`src/inc/tmr_cfg.svh`:
```
// Register map, field positions, reset values and timing counts of the 8-bit timer/counter.
// Assumes a 32-bit Avalon-MM slave port with byte addresses.
`ifndef TMR_CFG_SVH
`define TMR_CFG_SVH

`define ADDR_W 5
`define OFF_COUNT 5'h00
`define OFF_OPTION 5'h04
`define OFF_INTCTL 5'h08
`define OFF_STATUS 5'h0c
`define OFF_CLEAR 5'h10
`define OFF_ENABLE 5'h14

`define OPT_SRC_BIT 5
`define OPT_EDGE_BIT 4
`define OPT_BYPASS_BIT 3
`define OPT_RATE_LSB 0
`define OPT_RESET 6'h3f

`define ICTL_IE_BIT 5
`define ICTL_IF_BIT 2

`define EVT_OVF_BIT 0

`define COUNT_RESET 8'h00
`define COUNT_MAX 8'hff
`define INHIBIT_CYCLES 2'h2

`endif

```
`src/inc/tmr_pkg.sv`:
```
// Types shared by the timer/counter design files.
// Constants live in tmr_cfg.svh.
package tmr_pkg;
    typedef enum logic {SRC_INSTR, SRC_PIN} count_source_t;
    typedef enum {BUS_IDLE, BUS_ACK} bus_state_t;
    typedef logic [2:0] rate_t;
    typedef logic [7:0] byte_t;
endpackage

```
`src/core/timer_counter.sv`:
```
// 8-bit timer/counter with private prescaler, overflow flag and interrupt.
// Assumes clk is the instruction clock, sleep comes from the processor and
// the count pin is asynchronous to clk.
`timescale 1ns/1ps
`include "tmr_cfg.svh"

// Operation
// - Timer mode unprescaled counts every instruction cycle
// - Count write holds counting two cycles
// - Source select one counts external pin edges
// - Edge select picks rising or falling transition
// - Bypass clear inserts prescaler, set gives 1:1
// - Eight prescale ratios, 1:2 to 1:256
// - Prescaler private, separate from watchdog timer
// - Prescaler count not readable or writable
// - Count write clears the prescaler
// - Wrap FFh to 00h sets overflow flag
// - Only software clears the overflow flag
// - Interrupt forwarded only when enable bit set
// - External edge synchronised to instruction clock
// - Sleep stops counting, count kept
// - Overflow never wakes processor from sleep
// - Overflow available as gate for 16-bit timer
module timer_counter
(
    input wire logic clk,
    input wire logic arst_n,
    input wire logic ce,
    input wire logic sleep,
    input wire logic external_count_input,
    input wire logic [`ADDR_W-1:0] avs_address,
    input wire logic avs_read,
    input wire logic avs_write,
    input wire logic [31:0] avs_writedata,
    input wire logic [3:0] avs_byteenable,
    output logic [31:0] avs_readdata,
    output logic avs_waitrequest,
    output logic irq,
    output logic overflow_gate
);
    import tmr_pkg::*;

    bus_state_t bus_state_r;
    logic [31:0] readdata_r;
    byte_t timer_count_value_r;
    byte_t timer_count_value_nxt;
    logic [5:0] option_r;
    logic overflow_irq_enable_r;
    logic overflow_flag_r;
    logic [1:0] inhibit_r;
    logic overflow_gate_r;

    logic access;
    logic take;
    logic wr_lane0;
    logic wr_count;
    logic wr_option;
    logic wr_intctl;
    logic wr_clear;
    logic wr_enable;
    logic run;
    logic pin_edge;
    logic src_tick;
    logic pre_tick;
    logic inc;
    logic wrap;
    logic flag_clear;
    count_source_t source;
    logic edge_falling;
    logic bypass;
    rate_t rate;
    byte_t option_rd;
    byte_t intctl_rd;
    byte_t status_rd;
    byte_t enable_rd;
    byte_t rd_byte;

    // Address decode shared by the write strobes and the read mux
    function automatic logic reg_hit(input logic [`ADDR_W-1:0] addr,
        input logic [`ADDR_W-1:0] off);
        return addr == off;
    endfunction

    // Places one flag at its field position in a register byte
    function automatic byte_t place_bit(input logic value, input int unsigned pos);
        byte_t b;
        b = 8'h00;
        b[pos[2:0]] = value;
        return b;
    endfunction

    // Registers are eight bits wide; the upper lanes always read zero
    function automatic logic [31:0] word_of(input byte_t b);
        return {24'h00_0000, b};
    endfunction

    assign source = option_r[`OPT_SRC_BIT] ? SRC_PIN : SRC_INSTR;
    assign edge_falling = option_r[`OPT_EDGE_BIT];
    assign bypass = option_r[`OPT_BYPASS_BIT];
    assign rate = option_r[`OPT_RATE_LSB +: 3];

    // Bus: one wait cycle on every access, writes land when waitrequest is low
    assign access = avs_read | avs_write;
    assign avs_waitrequest = access && (bus_state_r != BUS_ACK);
    assign take = avs_write && (bus_state_r == BUS_ACK) && ce;
    assign wr_lane0 = take && avs_byteenable[0];
    assign wr_count = wr_lane0 && reg_hit(avs_address, `OFF_COUNT);
    assign wr_option = wr_lane0 && reg_hit(avs_address, `OFF_OPTION);
    assign wr_intctl = wr_lane0 && reg_hit(avs_address, `OFF_INTCTL);
    assign wr_clear = wr_lane0 && reg_hit(avs_address, `OFF_CLEAR);
    assign wr_enable = wr_lane0 && reg_hit(avs_address, `OFF_ENABLE);
    assign avs_readdata = readdata_r;

    always_ff @(posedge clk or negedge arst_n)
    begin
        if (!arst_n)
            bus_state_r <= BUS_IDLE;
        else if (ce)
        begin
            case (bus_state_r)
                BUS_IDLE:
                    if (access)
                        bus_state_r <= BUS_ACK;
                BUS_ACK:
                    bus_state_r <= BUS_IDLE;
                default:
                    bus_state_r <= BUS_IDLE;
            endcase
        end
    end

    // Prescaler count has no address, so it can never be read back
    assign option_rd = {2'b00, option_r};
    assign intctl_rd = place_bit(overflow_irq_enable_r, `ICTL_IE_BIT)
        | place_bit(overflow_flag_r, `ICTL_IF_BIT);
    assign status_rd = place_bit(overflow_flag_r, `EVT_OVF_BIT);
    assign enable_rd = place_bit(overflow_irq_enable_r, `EVT_OVF_BIT);

    // Clear register is write-only, so it reads zero like an unmapped offset
    always_comb
    begin
        rd_byte = 8'h00;
        if (reg_hit(avs_address, `OFF_COUNT))
            rd_byte = timer_count_value_r;
        else if (reg_hit(avs_address, `OFF_OPTION))
            rd_byte = option_rd;
        else if (reg_hit(avs_address, `OFF_INTCTL))
            rd_byte = intctl_rd;
        else if (reg_hit(avs_address, `OFF_STATUS))
            rd_byte = status_rd;
        else if (reg_hit(avs_address, `OFF_ENABLE))
            rd_byte = enable_rd;
    end

    // Latched in the wait cycle, so the word stands when waitrequest drops
    always_ff @(posedge clk or negedge arst_n)
    begin
        if (!arst_n)
            readdata_r <= 32'h0000_0000;
        else if (ce)
        begin
            if (avs_read && bus_state_r == BUS_IDLE)
                readdata_r <= word_of(rd_byte);
        end
    end

    always_ff @(posedge clk or negedge arst_n)
    begin
        if (!arst_n)
            option_r <= `OPT_RESET;
        else if (ce && wr_option)
            option_r <= avs_writedata[5:0];
    end

    always_ff @(posedge clk or negedge arst_n)
    begin
        if (!arst_n)
            overflow_irq_enable_r <= 1'b0;
        else if (ce)
        begin
            if (wr_intctl)
                overflow_irq_enable_r <= avs_writedata[`ICTL_IE_BIT];
            else if (wr_enable)
                overflow_irq_enable_r <= avs_writedata[`EVT_OVF_BIT];
        end
    end

    // Sleep freezes the increment path (count writes still load), so no overflow can arise to wake
    // the processor
    assign run = ce && !sleep;

    // Pin is resampled on the instruction clock before it can count
    edge_sync u_edge_sync
    (
        .clk(clk),
        .arst_n(arst_n),
        .ce(ce),
        .pin(external_count_input),
        .falling_sel(edge_falling),
        .edge_pulse(pin_edge)
    );

    // Narrow pin pulses shorter than two clocks may be missed
    always_comb
    begin
        case (source)
            SRC_INSTR: src_tick = 1'b1;
            SRC_PIN: src_tick = pin_edge;
            default: src_tick = 1'b0;
        endcase
    end

    // Dedicated divider; the watchdog has no connection to it
    prescaler #(.WIDTH(8)) u_prescaler
    (
        .clk(clk),
        .arst_n(arst_n),
        // Only the tick sees sleep: a count write in sleep must still clear it
        .ce(ce),
        .clear(wr_count),
        .in_tick(src_tick && inhibit_r == 2'h0 && !sleep),
        .bypass(bypass),
        .rate(rate),
        .out_tick(pre_tick)
    );

    // Counting is held off while the post-write inhibit runs
    always_ff @(posedge clk or negedge arst_n)
    begin
        if (!arst_n)
            inhibit_r <= 2'h0;
        else if (ce)
        begin
            if (wr_count)
                inhibit_r <= `INHIBIT_CYCLES;
            else if (run && inhibit_r != 2'h0)
                inhibit_r <= inhibit_r - 2'h1;
        end
    end

    assign inc = run && pre_tick && (inhibit_r == 2'h0);
    assign wrap = inc && (timer_count_value_r == `COUNT_MAX);

    always_comb
    begin
        timer_count_value_nxt = timer_count_value_r;
        if (wr_count)
            timer_count_value_nxt = avs_writedata[7:0];
        else if (inc)
            timer_count_value_nxt = timer_count_value_r + 8'h01;
    end

    always_ff @(posedge clk or negedge arst_n)
    begin
        if (!arst_n)
            timer_count_value_r <= `COUNT_RESET;
        else if (ce)
            timer_count_value_r <= timer_count_value_nxt;
    end

    // Clear comes only from software: a zero in the flag bit of the control
    // register or a one in the clear register
    assign flag_clear = (wr_intctl && !avs_writedata[`ICTL_IF_BIT])
        || (wr_clear && avs_writedata[`EVT_OVF_BIT]);

    // Set regardless of enable, and a wrap wins over a same-cycle clear
    always_ff @(posedge clk or negedge arst_n)
    begin
        if (!arst_n)
            overflow_flag_r <= 1'b0;
        else if (ce)
        begin
            if (wrap)
                overflow_flag_r <= 1'b1;
            else if (flag_clear)
                overflow_flag_r <= 1'b0;
        end
    end

    // One-cycle wrap pulse for the 16-bit timer's gate input
    always_ff @(posedge clk or negedge arst_n)
    begin
        if (!arst_n)
            overflow_gate_r <= 1'b0;
        else if (ce)
            overflow_gate_r <= wrap;
    end

    assign overflow_gate = overflow_gate_r;
    assign irq = overflow_flag_r && overflow_irq_enable_r;
endmodule

```
`src/core/edge_sync.sv`:
```
// Two-flop synchroniser and edge detector for the external count input.
// Assumes the pin holds each level for at least two clocks.
`timescale 1ns/1ps
module edge_sync
(
    input wire logic clk,
    input wire logic arst_n,
    input wire logic ce,
    input wire logic pin,
    input wire logic falling_sel,
    output logic edge_pulse
);
    logic meta_r;
    logic sync_r;
    logic prev_r;

    // The first stage feeds only the second stage
    always_ff @(posedge clk or negedge arst_n)
    begin
        if (!arst_n)
        begin
            meta_r <= 1'b0;
            sync_r <= 1'b0;
            prev_r <= 1'b0;
        end
        else if (ce)
        begin
            meta_r <= pin;
            sync_r <= meta_r;
            prev_r <= sync_r;
        end
    end

    always_comb
    begin
        if (falling_sel)
            edge_pulse = prev_r & ~sync_r;
        else
            edge_pulse = ~prev_r & sync_r;
    end
endmodule

```
`src/core/prescaler.sv`:
```
// Private prescaler of the timer: divides source ticks by 2 to 256.
// Its count is not visible to software; the timer clears it on a count write.
`timescale 1ns/1ps
module prescaler
#(
    parameter int WIDTH = 8
)
(
    input wire logic clk,
    input wire logic arst_n,
    input wire logic ce,
    input wire logic clear,
    input wire logic in_tick,
    input wire logic bypass,
    input wire tmr_pkg::rate_t rate,
    output logic out_tick
);
    import tmr_pkg::*;

    logic [WIDTH-1:0] cnt_r;
    logic [WIDTH-1:0] mask;

    // Ratio 2^(n+1): the tick fires when the low n+1 bits are all ones
    function automatic logic [WIDTH-1:0] rate_mask(input rate_t r);
        logic [WIDTH:0] full;
        full = ({{WIDTH{1'b0}}, 1'b1} << (r + 4'h1)) - 1'b1;
        return full[WIDTH-1:0];
    endfunction

    assign mask = rate_mask(rate);

    always_ff @(posedge clk or negedge arst_n)
    begin
        if (!arst_n)
            cnt_r <= '0;
        else if (ce)
        begin
            if (clear)
                cnt_r <= '0;
            else if (in_tick && !bypass)
                cnt_r <= cnt_r + 1'b1;
        end
    end

    always_comb
    begin
        if (bypass)
            out_tick = in_tick;
        else
            out_tick = in_tick && ((cnt_r & mask) == mask);
    end
endmodule

```
`config.mk`:
```
export PLATFORM = sky130hd
export DESIGN_NAME = timer_counter
export DESIGN_NICKNAME = d
export VERILOG_FILES = /design/src/inc/tmr_pkg.sv /design/src/core/timer_counter.sv /design/src/core/edge_sync.sv /design/src/core/prescaler.sv
export VERILOG_INCLUDE_DIRS = /design/src /design/src/inc
export SDC_FILE = /design/constraint.sdc
export NUM_CORES = 1
export LEC_CHECK = 0
export BUFFER_PORTS_ARGS = -buffer_cell sky130_fd_sc_hd__buf_4
export CORE_MARGIN = 8
export CORE_UTILIZATION = 50
export CTS_CLUSTER_DIAMETER = 100
export CTS_CLUSTER_SIZE = 30
export DETAILED_ROUTE_END_ITERATION = 12
export MAX_ROUTING_LAYER = met4
export PLACE_DENSITY = 0.8
export SYNTH_ARGS = -nofsm -noshare
export SYNTH_HDL_FRONTEND = slang
export SYNTH_SLANG_ARGS = --single-unit
```
`constraint.sdc`:
```
create_clock -name clk -period 3.69 [get_ports clk]
set_clock_uncertainty 0.2 [all_clocks]
set_input_delay 0.738 -clock clk [delete_from_list [all_inputs] [get_ports clk]]
set_output_delay 0.738 -clock clk [all_outputs]
set_load 0.005 [all_outputs]
```
# --- After elaboration in Yosys (flattened, before gate mapping) ---
# Index checks and enable logic that the tools add are counted.
totals:
  output_inout_bits: 35
  latch_bits: 0
  mem_count: 0
  mem_bits_rw: 0
  mem_bits_ro: 0
  reg_bits: 70
op_classes:
  n_lt_le_gt_ge: 0
  div: 0
  shifts: 1
  add_sub_neg: 5
  n_mul: 0
  reduce_logical: 44
  bitwise_logic: 8
  n_mux: 21
  n_eq_ne: 10
op_table:
  columns: ["operator", "count"]
  rows:
  - ["logical NOT 32 bit", 2]
  - ["2-to-1 mux 32 bit", 2]
  - ["2-to-1 mux 8 bit", 5]
  - ["equality test 32 x 2 -> 1 bit, second input constant", 1]
  - ["inequality test 32 x 2 -> 1 bit, second input constant", 1]
  - ["logical AND 1 bit", 23]
  - ["adder 8 x 1 -> 8 bit, second input constant", 2]
  - ["AND reduction 2 bit", 7]
  - ["2-to-1 mux 6 bit", 2]
  - ["nonzero test 2 bit", 6]
  - ["equality test 5 x 4 -> 1 bit, second input constant", 2]
  - ["equality test 5 bit, second input constant", 2]
  - ["2-to-1 mux 1 bit", 9]
  - ["bitwise AND 8 bit", 1]
  - ["equality test 8 bit", 1]
  - ["equality test 8 bit, second input constant", 1]
  - ["<< shifter 1 x 4 -> 8 bit, first input constant", 1]
  - ["subtractor 8 x 1 -> 8 bit, second input constant", 1]
  - ["bitwise OR 6 x 3 -> 6 bit", 1]
  - ["equality test 5 x 3 -> 1 bit, second input constant", 1]
  - ["logical NOT 5 bit", 1]
  - ["adder 3 x 1 -> 4 bit, second input constant", 1]
  - ["2-to-1 mux 2 bit", 2]
  - ["logical NOT 1 bit", 3]
  - ["8 further kinds", 11]

# --- Logic depth before layout (Yosys ltp) ---
logic_depth:
  ltp_word: 13
  ltp_mapped: 11
  ltp_nobuf: 9

# --- Modules after synthesis ---
# Synthesis repeated with hierarchy kept, for this count alone.
unflattened:
  hier_cells: 267
  area_unflattened_um2: 2478.6
modules_own_cells:
  columns: ["module", "cells_each", "area_each_um2", "seq_area_each_um2", "n_inst"]
  rows:
  - ["timer_counter", 189, 1774.2, 708.2, 1]
  - ["prescaler", 69, 579.3, 200.2, 1]
  - ["edge_sync", 9, 125.1, 75.1, 1]

# --- Worst setup path after synthesis ---
# No wires, ideal clock.
synth_timing:
  kind: "reg2reg"
  start: "reg option_r[1]"
  end: "reg timer_count_value_r[5]"
  path_stages_with_launch: 12
  slack_ns: 0.925
  arrival_time_ns: 2.483
  path_cell_list: "dfstp_2 -> buf_6 -> or3_1 -> ha_1 -> inv_1 -> o221ai_1 -> and2_4 -> o41ai_4 -> nand2_2 -> buf_6 -> or3_1 -> a31oi_1"
synth_via:
  elab_chain_len: 11
synth_rtl:
  columns: ["item", "line", "source"]
  rows:
  - ["start, declared", "timer_counter.sv:47", "logic [5:0] option_r;"]
  - ["start signal, assigned", "timer_counter.sv:170", "option_r <= `OPT_RESET;"]
  - ["start signal, assigned", "timer_counter.sv:172", "option_r <= avs_writedata[5:0];"]
  - ["adder 3 x 1 -> 4 bit (*)", "prescaler.sv:26", "full = ({{WIDTH{1'b0}}, 1'b1} << (r + 4'h1)) - 1'b1;"]
  - ["<< shifter 1 x 4 -> 8 bit (*)", "prescaler.sv:26", null]
  - ["subtractor 8 x 1 -> 8 bit (*)", "prescaler.sv:26", null]
  - ["bitwise AND 8 bit", "prescaler.sv:50", "out_tick = in_tick && ((cnt_r & mask) == mask);"]
  - ["equality test 8 bit (*)", "prescaler.sv:50", null]
  - ["logical AND 1 bit (*)", "prescaler.sv:50", null]
  - ["2-to-1 mux 1 bit (*)", "prescaler.sv:47", "if (bypass)"]
  - ["logical AND 1 bit (*) (2 in series)", "timer_counter.sv:241", "assign inc = run && pre_tick && (inhibit_r == 2'h0);"]
  - ["nonzero test 2 bit (no source line) (*)", null, null]
  - ["AND reduction 2 bit (no source line) (*)", null, null]
  - ["end signal, assigned", "timer_counter.sv:256", "timer_count_value_r <= `COUNT_RESET;"]
  - ["end signal, assigned", "timer_counter.sv:258", "timer_count_value_r <= timer_count_value_nxt;"]
  - ["end, declared", "timer_counter.sv:45", "byte_t timer_count_value_r;"]
# Every way passes the cells marked *; elsewhere a longest branch is shown, timed or not.
# A chain may end at the register's enable or synchronous reset.

# --- Worst setup path after layout ---
layout_timing:
  start: "reg option_r[2]"
  end: "reg timer_count_value_r[2]"
# Same word-level chain as after synthesis.

==> results.txt <==
The maximum achievable frequency is 334 MHz. The wire length of the first global-routing pass is roughly 8.6 mm. The number of flops mapped to enable cells by yosys is 0. The total instance count after detailed placement is 337.

83 I/O pins were placed. The count of unique library cells instantiated by Yosys is 52. The run finished with clean final reports.

The number of global-route vias before repair came to 1843. Port buffering added 31 buffers. Synthesis handed over a netlist of 262 instances. The cell area that synthesis handed to floorplanning was 2390 um2. After synthesis, flip-flops and latches occupy 41.1% of the total area. The area of placed instances is approximately 2600 um2.

The startpoint type of the worst setup path is a register. The area of all placed cells without fillers is 2640 um2. The worst path in the final design needs a cycle of 2.99 ns, including I/O delays and setup. The maximum fanout along the worst path is 11. The setup fix buffers added after clock tree synthesis came out at 0. For this run, the leading register cell type out of synthesis is sky130_fd_sc_hd__dfrtp_1.

The data arrival time of the worst path came out at 3.02 ns. Counting along the longest clock path gives a buffer depth of 2. After detailed routing, the total wire length is 5.14 mm. The starting density of the core is 51.4%.

Traced cell by cell, the critical path runs through or3_1 > ha_1 > inv_1 > o221ai_1 > and2_4 > o41ai_4 > nand2_2 > or4b_1 > nand3_1. The class of the tightest hold or removal check is in -> async. The total die area came out at 7260 um2. The number of fillers in the final layout is 429. The setup violation total in the final timing report is 0. The max-cap violation count came out at 0.

The fraction of layout instances using a drive strength above 1 came out at ~19%. The required arrival time at the worst endpoint came out at 3.72 ns. Setup repair after global routing left no endpoint under its margin.

In this run the remaining antenna-violating nets after routing total 0. The die is ~85 um tall. The final period utilization came out at 81.0%. The average routed wire per standard cell is approximately 15 um. The pin count of the biggest net entering global routing is 40. The final count of pins violating max slew is 0. The H-tree level count is 2. The post-detailed-route via-to-cell ratio came out at 5.54. The DRC violation count after routing is 0.

STA classifies the critical path endpoint as a register. Once the clock tree was built, the resizer swapped 0 gates to a different size. The later-pin clock latency in the skew report came out at roughly 0.29 ns. The detailed placement HPWL came out at roughly 3.9 mm. The number of nets at the end of the flow came out at 342. The origin of the critical flop-to-flop path is option_r[2]. The delay of the slowest cell on the worst path is slightly above 0.5 ns. For this design, the CTS-stage hold fixing added 0 buffers. The first routing iteration left approximately 180 violations.

The cell with the largest stage delay on the worst path is sky130_fd_sc_hd__or4b_1. Cells fill 56.6% of the core in the end. For flop-to-flop paths, the worst setup slack is 0.70 ns. At the end of routability-driven placement, the weighted congestion stood at 0.888. After synthesis, the share of flip-flops with an asynchronous set or reset is 100%. The leakage power came out at 1.21 nW. The TritonCTS buffer count is 5. The final hold violation count came out at 0. The flip-flop and latch count after synthesis is 39.

The worst reg-to-reg path cell count is 9. The clock-pin slew reported for the worst setup and hold paths after clock tree synthesis came out at 0.07 ns. Once layout is complete, the cells apart from fillers number 345. The final setup TNS came out at 0 ns. The root buffer cell chosen for the clock tree is sky130_fd_sc_hd__clkbuf_8. The layout-stage area growth over the synthesis result is 10.1%. Row generation in the floorplan step produced 25 rows. The maximum vdd ir drop is 0.177 mV. The number of iterations in the first detailed-routing pass is 4. The endpoint identified for the worst register-to-register timing path is timer_count_value_r[2]. The average size of a mapped cell is 9.14 um2. The global-route usage over all layers is 14.8%.

The initial antenna violation count is 0. The worst setup path category is reg -> reg. The die boundary width is 85.2 um. The power density over cell area is between 400 and 500 nW/um2. The number of antenna repair diodes is 0. The routed layout has approximately 1900 vias. The final hold slack came out at 0.203 ns.

The clock sink count came out at 39. During synthesis, Yosys emitted a total of 0 warnings. TritonCTS built the clock tree. The floorplan step defined a core boundary enclosing 4660 um2.

The overall overflow remaining after global route is 0.
cell usage in the layout, fill, tap and decap left out, drive strengths merged, types with 6 or more instances in the layout:
| cell | synthesis | final |
|---|---|---|
| nor2 | 20 | 20 |
| dfrtp | 33 | 33 |
| clkbuf | 8 | 7 |
| inv | 9 | 9 |
| a21oi | 10 | 10 |
| buf | 26 | 32 |
| mux2 | 8 | 8 |
| nand4 | 7 | 7 |
| nand2 | 26 | 26 |
| nand3 | 10 | 10 |
| o21ai | 25 | 25 |
| or3 | 8 | 8 |
| xor2 | 6 | 6 |
| conb | 2 | 25 |
| dfstp | 6 | 6 |
kinds of logic after synthesis:
logic type,synth area share [%]
and+or+nand+nor,22.7
buffers and inverters,11.1
AOI/OAI and AO/OA,15.1
other,0.314
DFF,41.1
adders and majority gates,2.09
xor gates and xnor gates,2.56
muxes,5.02
synthesized netlist by cell type, drive strengths merged, types with 6 or more instances:
cell type / number / area (um2)
a21oi: 10 / 50.1
buf: 26 / 203
clkbuf: 8 / 30.0
dfrtp: 33 / 826
dfstp: 6 / 158
inv: 9 / 33.8
mux2: 8 / 90.1
nand2: 26 / 100
nand3: 10 / 50.1
nand4: 7 / 43.8
nor2: 20 / 82.6
o21ai: 25 / 125
or3: 8 / 50.1
xor2: 6 / 52.6
layer usage:
layer / vias up / GRT usage, % / part of all wire (%)
met5: - / - / 0
met4: 0 / 6.47 / 1.8
met3: 9 / 3.47 / 6.9
met2: 64 / 23.0 / 47
met1: 899 / 18.0 / 44
li1: 939 / - / -
registers in the layout, indices dropped and copies added, names as in the netlist, 2 cells and up:
signal               count
avs_readdata             8
inhibit_r                2
u_prescaler.cnt_r        8
option_r                 6
timer_count_value_r      8
metrics by stage:
step	total power [mW]	setup slack, ns
after CTS	1.08	0.708
after global routing	1.16	0.540
after floorplan	0.742	0.925
after global placement	0.794	0.759
final	1.08	0.700
after detailed placement	0.807	0.727
worst max path at each step:
| stage | start | endpoint |
|---|---|---|
| floorplan | option_r[1] | timer_count_value_r[5] |
| global placement | option_r[2] | timer_count_value_r[2] |
| detailed placement | option_r[2] | timer_count_value_r[2] |
| CTS | option_r[2] | timer_count_value_r[2] |
| global route | option_r[2] | timer_count_value_r[2] |
| finish | option_r[2] | timer_count_value_r[2] |
power breakdown:
| group | internal [mW] | total (mW) | leakage, nW | switching [mW] |
|---|---|---|---|---|
| clock | 0.133 | 0.274 | 0.0422 | 0.142 |
| combinational | 0.117 | 0.246 | 0.674 | 0.129 |
| sequential | 0.488 | 0.557 | 0.492 | 0.0689 |
layout make-up:
type	instances	area (um2)	share of cell area [%]
inverters	9	33.8	1.28
well taps	54	67.6	2.56
multi-input cells	203	1230	46.7
clock inverters	1	5.00	0.190
clock buffers	7	76.3	2.90
flip-flops and latches	39	983	37.3
repair buffers	32	240	9.11
worst max-delay path, delay by kind of cell (launching register included):
| family | cells | cell delay, ns |
|---|---|---|
| adders and majority gates | 1 | 0.26 |
| AOI/OAI and AO/OA | 2 | 0.53 |
| buffers and inverters | 1 | 0.09 |
| and+or+nand+nor | 5 | 1.42 |
| DFF | 1 | 0.42 |
No activity file was read; power rests on OpenSTA's default activity.
